`src/verilog/abs_consts.vh`:
```
// Constants for the analog boundary-scan cell chain
`ifndef ABS_CONSTS_VH
`define ABS_CONSTS_VH

// ************************************************************
// Chain layout, bit 0 sits next to the test data output
// ************************************************************
`define ABS_CHAIN_LEN        29
`define ABS_POS_CMP_RESULT   0
`define ABS_POS_CONV_RESULT  1
`define ABS_POS_OSC_OBS      2
`define ABS_POS_CMP_OFF      3
`define ABS_POS_CMP_MUXSEL   4
`define ABS_POS_CMP_BGEN     5
`define ABS_POS_GAIN_CLK     6
`define ABS_POS_GAIN_PATH    7
`define ABS_POS_CONV_BG      8
`define ABS_POS_CONV_PWR     9
`define ABS_POS_AMP_PWR      10
`define ABS_POS_DAC_LO       11
`define ABS_POS_BYPASS       21
`define ABS_POS_GAIN10       22
`define ABS_POS_GAIN20       23
`define ABS_POS_NEG_GND      24
`define ABS_POS_HOLD         25
`define ABS_POS_OSC_EN_LO    26
`define ABS_NUM_OSC          3
`define ABS_DAC_W            10

// ************************************************************
// Safe update-latch values after reset
// ************************************************************
// Comparator off, DAC mid-scale, bypass and hold set, no clock enabled
`define ABS_RST_UPDATE       29'h02300008

`endif

```
`src/verilog/abs_scan_cell.v`:
```
// One general boundary-scan cell: capture/shift stage and update latch
`timescale 1ns/10ps
module abs_scan_cell (
  clk,
  srst,
  shiftEn,
  captureEn,
  updateEn,
  resetVal,
  sysIn,
  scanIn,
  scanOut,
  cellOut
);
  input  wire clk;
  input  wire srst;
  input  wire shiftEn;
  input  wire captureEn;
  input  wire updateEn;
  input  wire resetVal;
  input  wire sysIn;
  input  wire scanIn;
  output reg  scanOut;
  output reg  cellOut;

  // Reset value is a tied constant per instance
  always @(posedge clk) begin
    if (srst) begin
      scanOut <= 1'b0;
      cellOut <= resetVal;
    end else begin
      if (captureEn)
        scanOut <= sysIn;
      else if (shiftEn)
        scanOut <= scanIn;
      if (updateEn)
        cellOut <= scanOut;
    end
  end
endmodule // abs_scan_cell

```
`src/verilog/abs_analog_scan.v`:
```
// Boundary-scan chain across the comparator, converter and clock enables
`timescale 1ns/10ps
`include "abs_consts.vh"

// Operation
// - Each clock-option enable has its own cell
// - No cell for internal load-cap setting
// - Every comparator signal has a scan cell
// - Every converter signal attached to a cell
// - Gain-stage clock driven from its cell
// - gain_path_enable links gain stages to comparator
// - converter_bandgap_select puts bandgap on negative input
// - converter_power_on powers the converter
// - amplifier_power_on powers the gain stages
// - Ten-bit DAC word from ten cells
// - gain_bypass_select bypasses gain for channels 0-3
// - negative_input_ground grounds comparator negative input
// - External test: capture, shift, update
module abs_analog_scan (
  clk,
  srst,
  tckRise,
  externalTestInstruction,
  captureDr,
  shiftDr,
  updateDr,
  tdi,
  tdo,
  sysComparatorOff,
  sysComparatorMuxSelect,
  sysComparatorBandgapEnable,
  sysGainClock,
  sysGainPathEnable,
  sysConverterBandgapSelect,
  sysConverterPowerOn,
  sysAmplifierPowerOn,
  sysDacWord,
  sysGainBypassSelect,
  sysGainTenEnable,
  sysGainTwentyEnable,
  sysNegativeInputGround,
  sysHold,
  sysOscEnable,
  comparatorResult,
  converterResult,
  oscObserve,
  comparatorOff,
  comparatorMuxSelect,
  comparatorBandgapEnable,
  gainClock,
  gainPathEnable,
  converterBandgapSelect,
  converterPowerOn,
  amplifierPowerOn,
  dacWord,
  gainBypassSelect,
  gainTenEnable,
  gainTwentyEnable,
  negativeInputGround,
  hold,
  oscEnable,
  cmpResultToLogic,
  convResultToLogic
);
  input  wire       clk;
  input  wire       srst;
  input  wire       tckRise;
  input  wire       externalTestInstruction;
  input  wire       captureDr;
  input  wire       shiftDr;
  input  wire       updateDr;
  input  wire       tdi;
  output reg        tdo;
  input  wire       sysComparatorOff;
  input  wire       sysComparatorMuxSelect;
  input  wire       sysComparatorBandgapEnable;
  input  wire       sysGainClock;
  input  wire       sysGainPathEnable;
  input  wire       sysConverterBandgapSelect;
  input  wire       sysConverterPowerOn;
  input  wire       sysAmplifierPowerOn;
  input  wire [9:0] sysDacWord;
  input  wire       sysGainBypassSelect;
  input  wire       sysGainTenEnable;
  input  wire       sysGainTwentyEnable;
  input  wire       sysNegativeInputGround;
  input  wire       sysHold;
  input  wire [2:0] sysOscEnable;
  input  wire       comparatorResult;
  input  wire       converterResult;
  input  wire       oscObserve;
  output reg        comparatorOff;
  output reg        comparatorMuxSelect;
  output reg        comparatorBandgapEnable;
  output reg        gainClock;
  output reg        gainPathEnable;
  output reg        converterBandgapSelect;
  output reg        converterPowerOn;
  output reg        amplifierPowerOn;
  output reg  [9:0] dacWord;
  output reg        gainBypassSelect;
  output reg        gainTenEnable;
  output reg        gainTwentyEnable;
  output reg        negativeInputGround;
  output reg        hold;
  output reg  [2:0] oscEnable;
  output reg        cmpResultToLogic;
  output reg        convResultToLogic;

  // ************************************************************
  // Chain signals
  // ************************************************************
  wire [`ABS_CHAIN_LEN-1:0] sysVec;
  wire [`ABS_CHAIN_LEN-1:0] rstVec;
  wire [`ABS_CHAIN_LEN-1:0] stage;
  wire [`ABS_CHAIN_LEN-1:0] latch;
  wire [`ABS_CHAIN_LEN:0]   chainIn;
  wire                      shiftEn;
  wire                      captureEn;
  wire                      updateEn;

  // Strobes act only on test-clock rising edges
  assign shiftEn   = externalTestInstruction & shiftDr & tckRise;
  assign captureEn = externalTestInstruction & captureDr & tckRise;
  assign updateEn  = externalTestInstruction & updateDr & tckRise;

  // Observed levels feed the capture stage directly
  assign sysVec = {sysOscEnable, sysHold, sysNegativeInputGround,
                   sysGainTwentyEnable, sysGainTenEnable,
                   sysGainBypassSelect, sysDacWord, sysAmplifierPowerOn,
                   sysConverterPowerOn, sysConverterBandgapSelect,
                   sysGainPathEnable, sysGainClock,
                   sysComparatorBandgapEnable, sysComparatorMuxSelect,
                   sysComparatorOff, oscObserve, converterResult,
                   comparatorResult};
  assign rstVec  = `ABS_RST_UPDATE;
  assign chainIn[`ABS_CHAIN_LEN] = tdi;

  // ************************************************************
  // Cell chain, tdi enters at the top bit
  // ************************************************************
  genvar i;
  generate
    for (i = 0; i < `ABS_CHAIN_LEN; i = i + 1) begin : gCell
      abs_scan_cell uCell (
        .clk       (clk),
        .srst      (srst),
        .shiftEn   (shiftEn),
        .captureEn (captureEn),
        .updateEn  (updateEn),
        .resetVal  (rstVec[i]),
        .sysIn     (sysVec[i]),
        .scanIn    (chainIn[i+1]),
        .scanOut   (stage[i]),
        .cellOut   (latch[i])
      );
      assign chainIn[i] = stage[i];
    end
  endgenerate

  // ************************************************************
  // Output mux: chain drives analog side only in external test
  // ************************************************************
  always @(posedge clk) begin
    if (srst) begin
      tdo                     <= 1'b0;
      comparatorOff           <= 1'b0;
      comparatorMuxSelect     <= 1'b0;
      comparatorBandgapEnable <= 1'b0;
      gainClock               <= 1'b0;
      gainPathEnable          <= 1'b0;
      converterBandgapSelect  <= 1'b0;
      converterPowerOn        <= 1'b0;
      amplifierPowerOn        <= 1'b0;
      dacWord                 <= 10'h000;
      gainBypassSelect        <= 1'b0;
      gainTenEnable           <= 1'b0;
      gainTwentyEnable        <= 1'b0;
      negativeInputGround     <= 1'b0;
      hold                    <= 1'b0;
      oscEnable               <= 3'h0;
      cmpResultToLogic        <= 1'b0;
      convResultToLogic       <= 1'b0;
    end else begin
      tdo <= stage[0];
      cmpResultToLogic  <= externalTestInstruction ?
                           latch[`ABS_POS_CMP_RESULT] :
                           comparatorResult;
      convResultToLogic <= externalTestInstruction ?
                           latch[`ABS_POS_CONV_RESULT] :
                           converterResult;
      if (externalTestInstruction) begin
        comparatorOff           <= latch[`ABS_POS_CMP_OFF];
        comparatorMuxSelect     <= latch[`ABS_POS_CMP_MUXSEL];
        comparatorBandgapEnable <= latch[`ABS_POS_CMP_BGEN];
        gainClock               <= latch[`ABS_POS_GAIN_CLK];
        gainPathEnable          <= latch[`ABS_POS_GAIN_PATH];
        converterBandgapSelect  <= latch[`ABS_POS_CONV_BG];
        converterPowerOn        <= latch[`ABS_POS_CONV_PWR];
        amplifierPowerOn        <= latch[`ABS_POS_AMP_PWR];
        dacWord                 <= latch[`ABS_POS_DAC_LO+9:
                                         `ABS_POS_DAC_LO];
        gainBypassSelect        <= latch[`ABS_POS_BYPASS];
        gainTenEnable           <= latch[`ABS_POS_GAIN10];
        gainTwentyEnable        <= latch[`ABS_POS_GAIN20];
        negativeInputGround     <= latch[`ABS_POS_NEG_GND];
        hold                    <= latch[`ABS_POS_HOLD];
        // Separate cells stop sleep logic cutting oscillator pins
        oscEnable <= latch[`ABS_POS_OSC_EN_LO+2:
                           `ABS_POS_OSC_EN_LO];
      end else begin
        comparatorOff           <= sysComparatorOff;
        comparatorMuxSelect     <= sysComparatorMuxSelect;
        comparatorBandgapEnable <= sysComparatorBandgapEnable;
        gainClock               <= sysGainClock;
        gainPathEnable          <= sysGainPathEnable;
        converterBandgapSelect  <= sysConverterBandgapSelect;
        converterPowerOn        <= sysConverterPowerOn;
        amplifierPowerOn        <= sysAmplifierPowerOn;
        dacWord                 <= sysDacWord;
        gainBypassSelect        <= sysGainBypassSelect;
        gainTenEnable           <= sysGainTenEnable;
        gainTwentyEnable        <= sysGainTwentyEnable;
        negativeInputGround     <= sysNegativeInputGround;
        hold                    <= sysHold;
        oscEnable               <= sysOscEnable;
      end
    end
  end
  // Load-cap setting stays with configuration, never scanned
endmodule // abs_analog_scan

```
`config.mk`:
```
export PLATFORM = sky130hd
export DESIGN_NAME = abs_analog_scan
export DESIGN_NICKNAME = d
export VERILOG_FILES = /design/src/verilog/abs_scan_cell.v /design/src/verilog/abs_analog_scan.v
export VERILOG_INCLUDE_DIRS = /design/src /design/src/verilog
export SDC_FILE = /design/constraint.sdc
export NUM_CORES = 1
export LEC_CHECK = 0
export BUFFER_PORTS_ARGS = -buffer_cell sky130_fd_sc_hd__buf_4
export CORE_MARGIN = 2
export CORE_UTILIZATION = 40
export DETAILED_ROUTE_END_ITERATION = 8
export GPL_TIMING_DRIVEN = 0
export PLACE_DENSITY = 0.57
export SYNTH_ARGS = -nofsm -noshare
export SYNTH_HDL_FRONTEND = slang
export SYNTH_HIERARCHICAL = 1
export SYNTH_SLANG_ARGS = --single-unit
```
`constraint.sdc`:
```
create_clock -name clk -period 5.56 [get_ports clk]
set_input_delay 1.112 -clock clk [delete_from_list [all_inputs] [get_ports clk]]
set_output_delay 1.112 -clock clk [all_outputs]
set_load 0.05 [all_outputs]
```
# Word level (Yosys, flattened, before mapping)
# Cells that the tools add are included.
[classes] n_mux=75 reduce_logical=1 bitwise=6
[op_table] operator="two-way mux 1 bit" n=73
[op_table] operator="two-way mux 10 bit" n=1
[op_table] operator="AND 1 bit" n=6
[op_table] operator="two-way mux 3 bit" n=1
[op_table] operator="nonzero test 2 bit" n=1
[word_totals] register_bits=86 input_bits=37 out_inout_bits=29

# Logic depth before layout (Yosys ltp)
[logic_depth] ltp_word=4 mapped_depth=5

# Cells and area by module
# Netlist, hierarchy kept.
[by_module_without_submodules] module="abs_scan_cell" seq_area_each_um2=50.0 instances=29 cells_per_inst=8 area_each_um2=100.1
[by_module_without_submodules] module="abs_analog_scan" seq_area_each_um2=580.6 instances=1 cells_per_inst=98 area_each_um2=1083.5

# Worst setup path after synthesis
# Ideal clock, no wire load.
[synth_timing] kind="input to register" startpoint="in externalTestInstruction" endpoint="reg gCell[0].uCell.scanOut" required_time_ps=5480 stages=5 setup_ps=80 slack_ps=2641 arrival_time_ps=2840 path_cell_list="buf_6 > buf_12 > and3_1 > mux2i_1 > a211oi_2"
[synth_via] elab_chain_cells=3 word_cells_on_any_way=6 cone_classes="mux: 1; bitwise: 4; reduce/logical: 1"
[synth_rtl] item="start, declared" line="abs_analog_scan.v:68" rtl="input wire externalTestInstruction;"
[synth_rtl] item="AND 1 bit (2 in a row)" line="abs_analog_scan.v:123" rtl="assign shiftEn = externalTestInstruction & shiftDr & tckRise;"
[synth_rtl] item="net shiftEn" line="abs_analog_scan.v:118" rtl="wire shiftEn;"
[synth_rtl] item="nonzero test 2 bit (no line)"
[synth_rtl] item="end signal, assigned" line="abs_scan_cell.v:33" rtl="scanOut <= sysIn;"
[synth_rtl] item="end signal, assigned" line="abs_scan_cell.v:35" rtl="scanOut <= scanIn;"
[synth_rtl] item="end, declared" line="abs_scan_cell.v:23" rtl="output reg scanOut;"
# The timed path passes the listed nets, and every way through them passes these cells.
# A chain may end at the register's enable or synchronous reset.

# Worst setup path after layout
[layout_timing] startpoint="in srst" endpoint="reg gainClock"
[layout_rtl] item="start, declared" line="abs_analog_scan.v:66" rtl="input wire srst;"
[layout_rtl] item="end signal, assigned" line="abs_analog_scan.v:196" rtl="gainClock <= latch[`ABS_POS_GAIN_CLK];"
[layout_rtl] item="end signal, assigned" line="abs_analog_scan.v:215" rtl="gainClock <= sysGainClock;"
[layout_rtl] item="end, declared" line="abs_analog_scan.v:95" rtl="output reg gainClock;"
# No word-level cell between the ends.

==> impl_results.md <==
- Rows: 36
- Worst reg2reg startpoint: gCell[21].uCell/scanOut
- Crit path largest cell delay: around 0.73 ns
- Io pins: 66
- Hpwl dp: between 4 and 5 mm
- CTS resizes: 0
- Crit end category: flop
- CTS tree: built
- Max Root-Sink Buffers: 2
- H-tree levels: 3
- Worst-path clk slew: about 0.090 ns
- Wire per inst: 14.0 um
- Setup violators final: 0
- # diodes: 0
- Min-delay src: gCell[8].uCell/cellOut
- Reg2Reg Depth: 1
- Worst setup path class: in2reg
- Warnings from Yosys: 6
- Fillers: between 900 and 1000
- Skew final: 0.00876 ns
- Max Cap Viol: 0
- Die Y: between 100 and 150 um
- Die width: between 100 and 150 um
- Leak Pwr: just over 2 nW
- Hold slack: 0.490 ns
- Grt ovf: 0
- Vias in the first global route: between 2000 and 3000
- Remaining routing DRC violations: 0
- RSZ-0062 raised after global routing: no
- Worst-path cell chain: buf_4, buf_2, buf_2, nor2_1
- Post-CTS Setup Bufs: 0
- Commonest non-fill, non-tap cell in the layout: buf_4
- Cell mode on critical path: buf_2
- Root buf cell: clkbuf_8
- Post-layout min period: 2.54 ns
- Core Region: ~9700 um2
- Syn Std Cell Area: between 3000 and 4000 um2
- Mapped Cells: 327
- Total number of vias: ~2600
- Final hold viol count: 0
- Port Buffers: 64
- First-pass GRT wire length: about 13 mm
- Maximum fanout along the worst path: 87
- Antenna violations before repair: 0
- Post-DR vias/cell: approximately 4.6
- Die area: between 10000 and 15000 um2
- All-layer global routing usage: 0.158
- Drt first pass iters: 4
- Cts hold-fix bufs: 0
- Synth-to-Final Area Change: 24.9%
- CTS Sinks: 86
- Starting density of the core: 0.407
- CTS buffer count: 9
- Worst Path Arrival: 2.77 ns
- FF-to-FF End: gCell[21].uCell/cellOut
- Crit path required time: a little under 6 ns
- Max IR drop VDD: 0.152 mV
- Measured slew at the worst slew-check pin: 1.07 ns
- Final Cycle Share: 0.456
- CP Launch Type: input pin
- Slowest stage cell, crit path: buf_4
- Final net count: about 470
- Max_slew headroom: 0.287
- Slew Viols, Final: 0
- Antenna viol nets, final: 0
- Hold Crit Class: reg2reg
- Pin count of the biggest net entering global routing: between 80 and 90
- Final WL: between 7 and 8 mm
- Syn_area_per_cell: approximately 12 um2
- Power per cell area: 278 nW/um2
- Later-pin clock latency in the skew report: around 0.35 ns
- FF-to-FF setup slack: ~4.7 ns
- Share of layout cells above drive strength 1: 0.398
- Hold Crit Endpoint: converterBandgapSelect
- Hold path cells: 2
- Setup TNS: 0 ns
- RePlAce Congestion: around 0.66
- Starting DRT DRC Count: 78
- Most frequent cells in the layout: buf_4, dfxtp_1, mux2i_1
- Outcome: completed
- Fmax: around 390 MHz
[critical path: cells and delay by family]
family                 cells  cell delay, ns
buffers and inverters      3            1.47
and+or+nand+nor            1            0.09
[metal layers]
metal / track usage / part of all wire / routed length [um] / vias up
met5: 0 / 0 / 0 / -
met4: 0.0476 / 0.0075 / 60 / 0
met3: 0.0336 / 0.037 / 293 / 6
met2: 0.258 / 0.49 / 3890 / 46
met1: 0.211 / 0.47 / 3700 / 1272
li1: - / - / - / 1309
[worst max path at each step]
stage          slack, ns               startpoint                       to  depth (start not counted)
2_1_floorplan       2.64  externalTestInstruction   gCell[0].uCell/scanOut                          5
3_3_place_gp        2.07  externalTestInstruction  gCell[17].uCell/scanOut                          5
3_5_place_dp        2.65                     srst         amplifierPowerOn                          4
4_1_cts             3.02                     srst                gainClock                          4
5_1_grt             2.92                     srst                gainClock                          4
6_report            3.02                     srst                gainClock                          4
[area by class of cell]
| class | count | area, um2 | area share |
|---|---|---|---|
| clock buffers | 13 | 170 | 0.0346 |
| well taps | 133 | 166 | 0.0338 |
| plain buffers | 7 | 85.1 | 0.0173 |
| multi-input cells | 231 | 1840 | 0.375 |
| repair buffers | 66 | 528 | 0.107 |
| flip-flops and latches | 86 | 2000 | 0.407 |
| inverters | 29 | 109 | 0.0221 |
| clock inverters | 3 | 16.3 | 0.00331 |
[report_power, final]
part           switching [mW]  internal, mW  total, mW  leakage, nW
Combinational           0.129         0.100      0.229         1.16
Sequential             0.0176         0.696      0.713        0.766
Clock                   0.224         0.202      0.425       0.0989
Total                   0.370         0.998       1.37         2.03
[stage by stage]
| step | util | cells | area (um2) | setup slack (ns) | total power, mW |
|---|---|---|---|---|---|
| global placement | 0.484 | 550 | 4680 | 2.07 | 0.954 |
| floorplan | - | 353 | 4040 | 2.64 | 0.878 |
| detailed placement | 0.489 | 552 | 4730 | 2.65 | 0.960 |
| global route | 0.508 | 568 | 4920 | 2.92 | 1.44 |
| CTS | 0.508 | 568 | 4920 | 3.02 | 1.39 |
| finish | 0.508 | 568 | 4920 | 3.02 | 1.37 |
[sequential cells by signal, indices dropped and copies added (netlist names), 3 cells and up]
name	count
gCell.uCell/scanOut	29
oscEnable	3
gCell.uCell/cellOut	28
dacWord	10
Note: power is estimated with default switching activity, not from simulation.
